### src/hdl/ssp_pkg.sv
// constants shared by the serial shift port files
package ssp_pkg;

	// peripheral register numbers (pointer value)
	localparam logic [3:0] SSP_CTRL_ADDR = 4'h1;
	localparam logic [3:0] SSP_BUF_ADDR = 4'h2;
	localparam logic [3:0] SSP_TPC_ADDR = 4'h3;

	// control register field positions
	localparam int SSP_CTRL_START_BIT = 0;
	localparam int SSP_CTRL_EXT_BIT = 1;
	localparam int SSP_CTRL_DIR_BIT = 3;
	// prescaler halt field of the timer/prescaler control register
	localparam int SSP_TPC_HALT_BIT = 2;

	// reset values
	localparam logic SSP_EXT_RST = 1'b0;
	localparam logic SSP_DIR_RST = 1'b0;
	localparam logic SSP_END_RST = 1'b0;
	localparam logic SSP_HALT_RST = 1'b0;
	localparam logic [7:0] SSP_BUF_RST = 8'h00;
	localparam logic SSP_SCK_IDLE = 1'b1;

	// timing: clk is the oscillator, one instruction is six oscillator periods
	localparam int SSP_CLK_NS = 8;
	localparam int SSP_OSC_PER_INSTR = 6;
	localparam int SSP_INSTR_NS = SSP_OSC_PER_INSTR * SSP_CLK_NS;
	// external master waits two instruction periods after start
	localparam int SSP_ARM_INSTR = 2;
	localparam int SSP_ARM_NS = SSP_ARM_INSTR * SSP_INSTR_NS;
	localparam int SSP_ARM_CYCLES = (SSP_ARM_NS + SSP_CLK_NS - 1) / SSP_CLK_NS;
	// bits per byte transfer
	localparam int SSP_BITS = 8;

	typedef enum logic [2:0] {
		SSP_IDLE = 3'b001,
		SSP_ARMED = 3'b010,
		SSP_RUN = 3'b100
	} ssp_state_t;

endpackage

### src/hdl/ssp_prescale.sv
// shared prescaler giving half-period ticks of the internal shift clock
module ssp_prescale #(
	parameter int TAP_LOG2 = 1
) (
	input wire logic clk,
	input wire logic sys_rst,
	input wire logic ce,
	input wire logic halt,
	output logic tick
);
	localparam int HALF = (TAP_LOG2 > 1) ? (1 << (TAP_LOG2 - 1)) : 1;
	localparam logic [11:0] HALF_LAST = 12'(HALF - 1);
	localparam logic [3:0] INSTR_LAST = 4'(ssp_pkg::SSP_OSC_PER_INSTR - 1);

	logic [3:0] osc_cnt_r;
	logic [3:0] osc_cnt_nxt;
	logic [11:0] div_cnt_r;
	logic [11:0] div_cnt_nxt;
	logic tick_r;
	logic tick_nxt;

	always_comb begin
		osc_cnt_nxt = osc_cnt_r;
		div_cnt_nxt = div_cnt_r;
		tick_nxt = 1'b0;
		if (halt) begin
			// a halted prescaler restarts from zero
			osc_cnt_nxt = 4'h0;
			div_cnt_nxt = 12'h000;
		end else if (osc_cnt_r == INSTR_LAST) begin
			// instruction rate then a power-of-two division
			osc_cnt_nxt = 4'h0;
			if (div_cnt_r == HALF_LAST) begin
				div_cnt_nxt = 12'h000;
				tick_nxt = 1'b1;
			end else begin
				div_cnt_nxt = div_cnt_r + 12'h001;
			end
		end else begin
			osc_cnt_nxt = osc_cnt_r + 4'h1;
		end
	end

	always_ff @(posedge clk) begin
		if (sys_rst) begin
			osc_cnt_r <= 4'h0;
			div_cnt_r <= 12'h000;
			tick_r <= 1'b0;
		end else if (ce) begin
			osc_cnt_r <= osc_cnt_nxt;
			div_cnt_r <= div_cnt_nxt;
			tick_r <= tick_nxt;
		end
	end

	assign tick = tick_r;
endmodule // ssp_prescale

### src/hdl/ssp_fifo.sv
// small fifo holding received bytes, registered read data
module ssp_fifo #(
	parameter int WIDTH = 8,
	parameter int DEPTH = 8
) (
	input wire logic clk,
	input wire logic sys_rst,
	input wire logic ce,
	input wire logic [WIDTH-1:0] in_data,
	input wire logic in_valid,
	output logic in_ready,
	output logic [WIDTH-1:0] out_data,
	output logic out_valid,
	input wire logic out_ready
);
	localparam int AW = $clog2(DEPTH);
	localparam logic [AW:0] FULL_CNT = (AW + 1)'(DEPTH);
	localparam logic [AW-1:0] LAST = AW'(DEPTH - 1);

	logic [WIDTH-1:0] mem_r [DEPTH];
	logic [AW-1:0] wp_r;
	logic [AW-1:0] wp_nxt;
	logic [AW-1:0] rp_r;
	logic [AW-1:0] rp_nxt;
	logic [AW:0] cnt_r;
	logic [AW:0] cnt_nxt;
	logic [WIDTH-1:0] dout_r;
	logic [WIDTH-1:0] dout_nxt;
	logic dval_r;
	logic dval_nxt;
	logic push;
	logic pop;

	function automatic logic [AW-1:0] ptr_inc(input logic [AW-1:0] p);
		ptr_inc = (p == LAST) ? '0 : p + AW'(1);
	endfunction

	always_comb begin
		push = in_valid && (cnt_r != FULL_CNT);
		pop = (cnt_r != '0) && (!dval_r || out_ready);
		wp_nxt = push ? ptr_inc(wp_r) : wp_r;
		rp_nxt = pop ? ptr_inc(rp_r) : rp_r;
		cnt_nxt = cnt_r;
		if (push && !pop) begin
			cnt_nxt = cnt_r + (AW + 1)'(1);
		end else if (pop && !push) begin
			cnt_nxt = cnt_r - (AW + 1)'(1);
		end
		dout_nxt = pop ? mem_r[rp_r] : dout_r;
		dval_nxt = pop ? 1'b1 : (dval_r && !out_ready);
	end

	always_ff @(posedge clk) begin
		if (ce && push) begin
			mem_r[wp_r] <= in_data;
		end
	end

	always_ff @(posedge clk) begin
		if (sys_rst) begin
			wp_r <= '0;
			rp_r <= '0;
			cnt_r <= '0;
			dout_r <= '0;
			dval_r <= 1'b0;
		end else if (ce) begin
			wp_r <= wp_nxt;
			rp_r <= rp_nxt;
			cnt_r <= cnt_nxt;
			dout_r <= dout_nxt;
			dval_r <= dval_nxt;
		end
	end

	assign in_ready = (cnt_r != FULL_CNT);
	assign out_data = dout_r;
	assign out_valid = dval_r;
endmodule // ssp_fifo

### src/hdl/ssp_port.sv
// eight-bit serial shift port with nibble register access
// How it works
// - writing start bit begins one byte
// - external clock: stays armed for the arm window, then runs on pin edges
// - 8-bit shifter, 3-bit counter, control register
// - preloaded byte goes out on the pins
// - bit 3 sets bidirectional pin direction
// - bit order fixed by build parameter
// - 3-wire: out on fall, sample on rise
// - 2-wire: bidir pin out fall, in rise
// - internal source drives clock pin out
// - eighth clock ends byte, raises interrupt
// - internal clock is instruction rate over power-of-two
// - prescaler halt bit stops internal transfers
// - control or buffer writes mid-transfer reset counter, abort transfer
// - external first edge two instructions after start
// - end flag set at byte end, cleared by start
// - all-zero control selects internal clock, receive
// - buffer accessed in nibbles chosen by pointer lsb
// - control read returns end flag in bit 0
module ssp_port #(
	parameter bit MSB_FIRST = 1'b1,
	parameter int TAP_LOG2 = 1,
	parameter int FIFO_DEPTH = 8
) (
	input wire logic clk,
	input wire logic sys_rst,
	input wire logic ce,
	input wire logic [3:0] cpu_addr,
	input wire logic cpu_ylsb,
	input wire logic cpu_wr,
	input wire logic cpu_rd,
	input wire logic [3:0] cpu_wdata,
	output logic [3:0] cpu_rdata,
	output logic serial_irq,
	input wire logic sck_in,
	output logic sck_out,
	output logic sck_oe,
	output logic serial_out_pin,
	input wire logic serial_bidir_pin_in,
	output logic serial_bidir_pin_out,
	output logic serial_bidir_pin_oe,
	output logic [7:0] rx_data,
	output logic rx_valid,
	input wire logic rx_ready
);
	localparam logic [7:0] ARM_LOAD = 8'(ssp_pkg::SSP_ARM_CYCLES);
	localparam logic [2:0] CNT_LAST = 3'(ssp_pkg::SSP_BITS - 1);

	ssp_pkg::ssp_state_t state_r;
	ssp_pkg::ssp_state_t state_nxt;
	logic [7:0] sr_r;
	logic [7:0] sr_nxt;
	logic [2:0] cnt_r;
	logic [2:0] cnt_nxt;
	logic [7:0] arm_r;
	logic [7:0] arm_nxt;
	logic ext_r;
	logic ext_nxt;
	logic dir_r;
	logic dir_nxt;
	logic end_r;
	logic end_nxt;
	logic halt_r;
	logic halt_nxt;
	logic sck_r;
	logic sck_nxt;
	logic sck_oe_r;
	logic sck_oe_nxt;
	logic sck_prev_r;
	logic out_bit_r;
	logic out_bit_nxt;
	logic irq_r;
	logic irq_nxt;
	logic push_r;
	logic push_nxt;
	logic [7:0] push_data_r;
	logic [7:0] push_data_nxt;
	logic [3:0] rdata_r;
	logic [3:0] rdata_nxt;
	logic tick;
	logic fifo_ready;
	logic fall;
	logic rise;
	logic wr_ctrl;
	logic wr_buf;
	logic wr_tpc;
	logic start_wr;

	function automatic logic lead_bit(input logic [7:0] v);
		lead_bit = MSB_FIRST ? v[7] : v[0];
	endfunction

	function automatic logic [7:0] shift_in(input logic [7:0] v, input logic b);
		shift_in = MSB_FIRST ? {v[6:0], b} : {b, v[7:1]};
	endfunction

	// register select shared by the write decode
	function automatic logic reg_hit(input logic s, input logic [3:0] a, input logic [3:0] r);
		reg_hit = s && (a == r);
	endfunction

	ssp_prescale #(
		.TAP_LOG2(TAP_LOG2)
	) u_prescale (
		.clk(clk),
		.sys_rst(sys_rst),
		.ce(ce),
		.halt(halt_r),
		.tick(tick)
	);

	ssp_fifo #(
		.WIDTH(8),
		.DEPTH(FIFO_DEPTH)
	) u_fifo (
		.clk(clk),
		.sys_rst(sys_rst),
		.ce(ce),
		.in_data(push_data_r),
		.in_valid(push_r),
		.in_ready(fifo_ready),
		.out_data(rx_data),
		.out_valid(rx_valid),
		.out_ready(rx_ready)
	);

	always_comb begin
		wr_ctrl = reg_hit(cpu_wr, cpu_addr, ssp_pkg::SSP_CTRL_ADDR);
		wr_buf = reg_hit(cpu_wr, cpu_addr, ssp_pkg::SSP_BUF_ADDR);
		wr_tpc = reg_hit(cpu_wr, cpu_addr, ssp_pkg::SSP_TPC_ADDR);
		start_wr = wr_ctrl && cpu_wdata[ssp_pkg::SSP_CTRL_START_BIT];
		// edges: internal from the prescaler, external from the clock pin
		if (ext_r) begin
			fall = sck_prev_r && !sck_in;
			rise = !sck_prev_r && sck_in;
		end else begin
			fall = tick && sck_r;
			rise = tick && !sck_r;
		end
	end

	always_comb begin
		state_nxt = state_r;
		sr_nxt = sr_r;
		cnt_nxt = cnt_r;
		arm_nxt = arm_r;
		ext_nxt = ext_r;
		dir_nxt = dir_r;
		end_nxt = end_r;
		halt_nxt = halt_r;
		sck_nxt = sck_r;
		out_bit_nxt = out_bit_r;
		irq_nxt = 1'b0;
		push_nxt = 1'b0;
		push_data_nxt = push_data_r;
		unique case (state_r)
			ssp_pkg::SSP_IDLE: begin
				sck_nxt = ssp_pkg::SSP_SCK_IDLE;
				out_bit_nxt = lead_bit(sr_r);
			end
			ssp_pkg::SSP_ARMED: begin
				sck_nxt = ssp_pkg::SSP_SCK_IDLE;
				out_bit_nxt = lead_bit(sr_r);
				// edges during the arm window are not seen
				if (arm_r != 8'h00) begin
					arm_nxt = arm_r - 8'h01;
				end else if (fifo_ready && !push_r) begin
					state_nxt = ssp_pkg::SSP_RUN;
				end
			end
			ssp_pkg::SSP_RUN: begin
				if (!ext_r && tick) begin
					sck_nxt = !sck_r;
				end
				if (fall) begin
					out_bit_nxt = lead_bit(sr_r);
				end
				if (rise) begin
					sr_nxt = shift_in(sr_r, serial_bidir_pin_in);
					cnt_nxt = cnt_r + 3'h1;
					if (cnt_r == CNT_LAST) begin
						// eighth clock closes the byte
						state_nxt = ssp_pkg::SSP_IDLE;
						end_nxt = 1'b1;
						irq_nxt = 1'b1;
						push_nxt = 1'b1;
						push_data_nxt = shift_in(sr_r, serial_bidir_pin_in);
					end
				end
			end
			default: begin
				state_nxt = ssp_pkg::SSP_IDLE;
			end
		endcase
		// prescaler halt leaves internal transfers frozen
		if (wr_tpc) begin
			halt_nxt = cpu_wdata[ssp_pkg::SSP_TPC_HALT_BIT];
		end
		if (wr_ctrl || wr_buf) begin
			// a control or buffer write aborts a transfer in flight
			state_nxt = ssp_pkg::SSP_IDLE;
			cnt_nxt = 3'h0;
			sck_nxt = ssp_pkg::SSP_SCK_IDLE;
			irq_nxt = 1'b0;
			push_nxt = 1'b0;
			end_nxt = end_r;
			sr_nxt = sr_r;
		end
		if (wr_buf) begin
			// nibble picked by the pointer lsb
			if (cpu_ylsb) begin
				sr_nxt = {cpu_wdata, sr_r[3:0]};
			end else begin
				sr_nxt = {sr_r[7:4], cpu_wdata};
			end
		end
		if (wr_ctrl) begin
			ext_nxt = cpu_wdata[ssp_pkg::SSP_CTRL_EXT_BIT];
			dir_nxt = cpu_wdata[ssp_pkg::SSP_CTRL_DIR_BIT];
			if (start_wr) begin
				state_nxt = ssp_pkg::SSP_ARMED;
				end_nxt = 1'b0;
				arm_nxt = cpu_wdata[ssp_pkg::SSP_CTRL_EXT_BIT] ? ARM_LOAD : 8'h00;
			end
		end
		sck_oe_nxt = !ext_nxt;
	end

	always_comb begin
		rdata_nxt = rdata_r;
		if (cpu_rd) begin
			unique case (cpu_addr)
				ssp_pkg::SSP_CTRL_ADDR: rdata_nxt = {dir_r, 1'b0, ext_r, end_r};
				ssp_pkg::SSP_BUF_ADDR: rdata_nxt = cpu_ylsb ? sr_r[7:4] : sr_r[3:0];
				ssp_pkg::SSP_TPC_ADDR: rdata_nxt = {1'b0, halt_r, 2'b00};
				default: rdata_nxt = 4'h0;
			endcase
		end
	end

	always_ff @(posedge clk) begin
		if (sys_rst) begin
			state_r <= ssp_pkg::SSP_IDLE;
			sr_r <= ssp_pkg::SSP_BUF_RST;
			cnt_r <= 3'h0;
			arm_r <= 8'h00;
			ext_r <= ssp_pkg::SSP_EXT_RST;
			dir_r <= ssp_pkg::SSP_DIR_RST;
			end_r <= ssp_pkg::SSP_END_RST;
			halt_r <= ssp_pkg::SSP_HALT_RST;
			sck_r <= ssp_pkg::SSP_SCK_IDLE;
			sck_oe_r <= 1'b1;
			out_bit_r <= 1'b0;
			irq_r <= 1'b0;
			push_r <= 1'b0;
			push_data_r <= 8'h00;
		end else if (ce) begin
			state_r <= state_nxt;
			sr_r <= sr_nxt;
			cnt_r <= cnt_nxt;
			arm_r <= arm_nxt;
			ext_r <= ext_nxt;
			dir_r <= dir_nxt;
			end_r <= end_nxt;
			halt_r <= halt_nxt;
			sck_r <= sck_nxt;
			sck_oe_r <= sck_oe_nxt;
			out_bit_r <= out_bit_nxt;
			irq_r <= irq_nxt;
			push_r <= push_nxt;
			push_data_r <= push_data_nxt;
		end
	end

	// read nibble register
	always_ff @(posedge clk) begin
		if (sys_rst) begin
			rdata_r <= 4'h0;
		end else if (ce) begin
			rdata_r <= rdata_nxt;
		end
	end

	// clock pin history for edge detection
	always_ff @(posedge clk) begin
		if (sys_rst) begin
			sck_prev_r <= ssp_pkg::SSP_SCK_IDLE;
		end else if (ce) begin
			sck_prev_r <= sck_in;
		end
	end

	assign cpu_rdata = rdata_r;
	assign serial_irq = irq_r;
	assign sck_out = sck_r;
	assign sck_oe = sck_oe_r;
	assign serial_out_pin = out_bit_r;
	assign serial_bidir_pin_out = out_bit_r;
	assign serial_bidir_pin_oe = dir_r;
endmodule // ssp_port

### config.mk
export PLATFORM = sky130hd
export DESIGN_NAME = ssp_port
export DESIGN_NICKNAME = d
export VERILOG_FILES = /design/src/hdl/ssp_pkg.sv /design/src/hdl/ssp_prescale.sv /design/src/hdl/ssp_fifo.sv /design/src/hdl/ssp_port.sv
export SDC_FILE = /design/constraint.sdc
export NUM_CORES = 1
export LEC_CHECK = 0
export BUFFER_PORTS_ARGS = -buffer_cell sky130_fd_sc_hd__buf_2
export CAP_MARGIN = 10
export CORE_UTILIZATION = 60
export CTS_CLUSTER_DIAMETER = 120
export DETAILED_ROUTE_END_ITERATION = 8
export PLACE_DENSITY = 0.78
export SYNTH_ARGS = -nofsm -noshare
export SYNTH_HDL_FRONTEND = slang
export SYNTH_SLANG_ARGS = --single-unit
### constraint.sdc
create_clock -name clk -period 3.2 [get_ports clk]
set_clock_uncertainty 0.05 [all_clocks]
set_input_delay 0.16 -clock clk [delete_from_list [all_inputs] [get_ports clk]]
set_output_delay 0.16 -clock clk [all_outputs]
set_load 0.02 [all_outputs]
==> reports/qor_table.md <==
| Metric | Value | Unit |
| --- | --- | --- |
| Number of sinks on the clock net | 143 | - |
| Final global-route overflow total | 0 | - |
| Area post-placement | 0.006910 | sq mm |
| Number of flops mapped to enable cells by yosys | 64 | - |
| Routed via count divided by cell count | 6.281 | - |
| Global-route wire length before repair | 23.29 | mm |
| Worst skew pair latency | 540 | ps |
| GRT Util Overall | 27.01 | % |
| Maximum net fanout on the critical path | 5 | - |
| Routed wire per std cell | 18.92 | um |
| Unrepaired setup endpoints after global routing | false | - |
| CTS-repair resized insts | 0 | - |
| Number of instances in the synthesized netlist | 577 | - |
| Number of detailed-route iterations in the first pass | 6 | - |
| Post-CTS setup buffers | 0 | - |
| Number of hold-repair buffers added at the cts stage | 8 | - |
| Data arrival, critical path | 3070 | ps |
| Proportion of netlist area held by the largest area contributor | 28.94 | % |
| Number of diodes added for antenna fixing | 0 | - |
| Chip Height | 107.2 | um |
| Endpoint of the worst register-to-register path | u_fifo.cnt_r[3]$_SDFFE_PP0P_ | - |
| Element type at the critical path start | flop | - |
| Buffers added on ports | 35 | - |
| Die outline width | 107.2 | um |
| Root Buffer Master | clkbuf_8 | - |
| CORE AREA | 0.01079 | sq mm |
| Total number of vias | 4811 | - |
| Most frequently used cell type in the post-synthesis netlist | dfxtp_1 | - |
| List of most frequent post-synthesis cells | dfxtp_1 (79), edfxtp_1 (64), nor2_1 (47) | - |
| Die outline area | 0.01149 | sq mm |
| Leakage power total | 2.912 | nW |
| Worst Path Required | 3570 | ps |
| Vias in the first global route | 4656 | - |
| Critical-path cell list | nor4b_2, nor2b_1, ha_1, inv_1, ha_1, a21o_1, a21oi_1, mux2i_1, mux2_1 | - |
| Total Power Consumption | 4.021 | mW |
| Worst relative slew slack | 41.60 | % |
| Maximum operating frequency | 371.1 | MHz |
| Synth area leaders | edfxtp_1 (29%), dfxtp_1 (24%), mux4_2 (5.4%) | - |
| H-tree Lvls | 4 | - |
| Number of warning messages in the yosys log | 0 | - |
| Worst min-delay path startpoint | cpu_rd | - |
| Total routed wirelength | 14.49 | mm |
| Initial Utilization | 61.52 | % |
| Synth Net Count | 610 | - |
| Iteration-0 DRC count of the detailed router | 274 | - |
| Total negative slack | 0 | ps |
| Nets@finish | 646 | - |
| Crit path time final | 2695 | ps |
| Final design area excluding fillers | 0.007582 | sq mm |
| Flip-flop and latch count after synthesis | 143 | - |
| Worst-case register-to-register setup slack | 510 | ps |
| Number of buffers created by CTS | 17 | - |
| Transition time of the tightest slew-check pin | 874.8 | ps |
| Number of top-level design ports | 36 | - |
| Cell area after synthesis | 0.006640 | sq mm |
| Start of the worst register-to-register path | u_fifo.cnt_r[0]$_SDFFE_PP0P_ | - |
| Maximum buffer depth of the clock tree | 2 | - |
| Power density over the cells | 530.3 | mW/mm^2 |
| Final hold vios | 0 | - |
| Number of placement rows | 38 | - |
| Clock slew at reported path FFs | 60 | ps |
| Fraction of the yosys area taken by sequential cells | 52.76 | % |
| Setup Viol. Count Final | 0 | - |
| Most common cell on crit path | ha_1 | - |
| Async set or reset register ratio after synthesis | 0 | % |
| Hold Crit Endpoint | cpu_rdata[2]$_SDFFE_PP0P_ | - |
| Run status | completed | - |
| Cell accounting for the most synthesized area | edfxtp_1 | - |
| Smallest hold slack | 15.40 | ps |
| Hold-critical path depth | 4 | - |
| Core Util, Final | 70.25 | % |
| # DRC | 0 | - |
| Antenna Nets Post-Route | 0 | - |
| Layout Area Growth over Synthesis | 14.19 | % |
| Hold/Removal Path Class | in -> reg | - |
| Total count of max-transition violations in the final report | 0 | - |
| Last weighted congestion value of the routability-driven placer | 0.8478 | - |
| Initial antenna violation count | 0 | - |
| Synthesized area per cell | 11.51 | sq um |
| Largest net degree at the start of global routing | 32 | - |
| Share of the cycle needed by the critical path after routing | 84.22 | % |
| Worst Setup End Kind | flop | - |
| Number of unique standard cell types used by synthesis | 73 | - |
| Layout cells sized above 1 | 17.73 | % |
| Worst Path Class, Setup | reg -> reg | - |
| HPWL after detailed placement | 9.466 | mm |
| CP max-delay cell | nor4b_2 | - |
| Post-synth top flop | dfxtp_1 | - |
| Clock tree from TritonCTS | yes | - |
| Max-cap violations | 0 | - |
| Register-to-Register Path Depth | 9 | - |
| Peak supply drop | 0.0002722 | V |
| Biggest cell delay along the critical path | 530 | ps |
-- where the power goes --
part           switching (mW)  internal [mW]
clock                   0.762           1.21
sequential             0.0124           1.90
combinational          0.0833         0.0512
-- logic make-up after synthesis --
| group | synth area share (%) |
|---|---|
| and+or+nand+nor | 14.68 |
| DFF | 52.76 |
| AOI/OAI and AO/OA | 14.25 |
| buffers and inverters | 3.410 |
| muxes | 9.667 |
| xor gates and xnor gates | 2.110 |
| adders and majority gates | 3.128 |
-- placed cells by master (no fill, tap or decap), drive strengths merged, types with 5 or more instances in the layout --
cell type	synthesis	layout
nor4	6	6
o21ai	16	16
nor3	16	16
nand3b	5	5
nand2	30	30
a211oi	14	14
a31oi	9	9
a221oi	8	8
nor2b	7	7
xnor2	6	6
mux2i	27	27
clkbuf	20	19
nor3b	7	7
xor2	10	10
edfxtp	64	64
o2111ai	5	5
dfxtp	79	79
nor2	47	47
dlygate4sd3	0	8
mux4	16	16
nand3	17	17
buf	18	47
nand4	8	8
o22a	8	8
o211ai	5	5
inv	14	17
a21oi	30	30
nand2b	10	10
ha	15	15
clkinv	1	7
-- how the worst max path moves through the flow --
stage | to | depth (start not counted) | start | slack (ps)
global route | u_fifo.cnt_r[3]$_SDFFE_PP0P_ | 9 | u_fifo.cnt_r[0]$_SDFFE_PP0P_ | 370
CTS | u_fifo.cnt_r[3]$_SDFFE_PP0P_ | 9 | u_fifo.cnt_r[0]$_SDFFE_PP0P_ | 510
detailed placement | u_fifo.cnt_r[3]$_SDFFE_PP0P_ | 9 | u_fifo.cnt_r[0]$_SDFFE_PP0P_ | 520
finish | u_fifo.cnt_r[3]$_SDFFE_PP0P_ | 9 | u_fifo.cnt_r[0]$_SDFFE_PP0P_ | 510
global placement | u_fifo.cnt_r[3]$_SDFFE_PP0P_ | 9 | u_fifo.cnt_r[0]$_SDFFE_PP0P_ | 630
floorplan | u_fifo.cnt_r[3]$_SDFFE_PP0P_ | 9 | u_fifo.cnt_r[0]$_SDFFE_PP0P_ | 720
-- layer usage --
layer / wire, um / track usage, % / up-vias / share of wire (%)
met4: 396 / 12.72 / 0 / 2.7
met2: 7226 / 44.88 / 189 / 50
met5: 0 / 0 / - / 0
met1: 5973 / 33.24 / 2315 / 41
li1: - / - / 2275 / -
met3: 894 / 6.383 / 32 / 6.2
-- registers in the layout, summed over array words and instances (netlist names), 3 cells and up --
name / flops
arm_r: 8
cnt_r: 3
cpu_rdata: 4
push_data_r: 8
sr_r: 8
state_r: 3
u_fifo.cnt_r: 4
u_fifo.mem_r: 64
u_fifo.out_data: 8
u_fifo.rp_r: 3
u_fifo.wp_r: 3
u_prescale.div_cnt_r: 12
u_prescale.osc_cnt_r: 4
-- cell type report --
| type | count | area, sq um |
|---|---|---|
| Fill cell | 733 | 3211 |
| Inverter | 15 | 56.30 |
| Multi-Input combinational cell | 381 | 2910 |
| Clock inverter | 13 | 160.2 |
| Tap cell | 140 | 175.2 |
| Timing Repair Buffer | 55 | 345.3 |
| Sequential cell | 143 | 3503 |
| Clock buffer | 19 | 431.7 |
-- metrics by stage --
step / worst slack (ps) / cells
after floorplan: 716.7 / 577
after global placement: 633.8 / 726
after detailed placement: 524.4 / 726
after CTS: 508.2 / 766
after global routing: 371.5 / 766
final: 505.1 / 766
-- critical path: cells and delay by family (launching register included) --
kind	cells	cell delay [ps]
mux	2	560
flops	1	380
compound gates	2	360
simple gates	2	640
fa+ha+maj	2	480
buf+inv	1	130
Note: power is estimated with default switching activity, not from simulation.
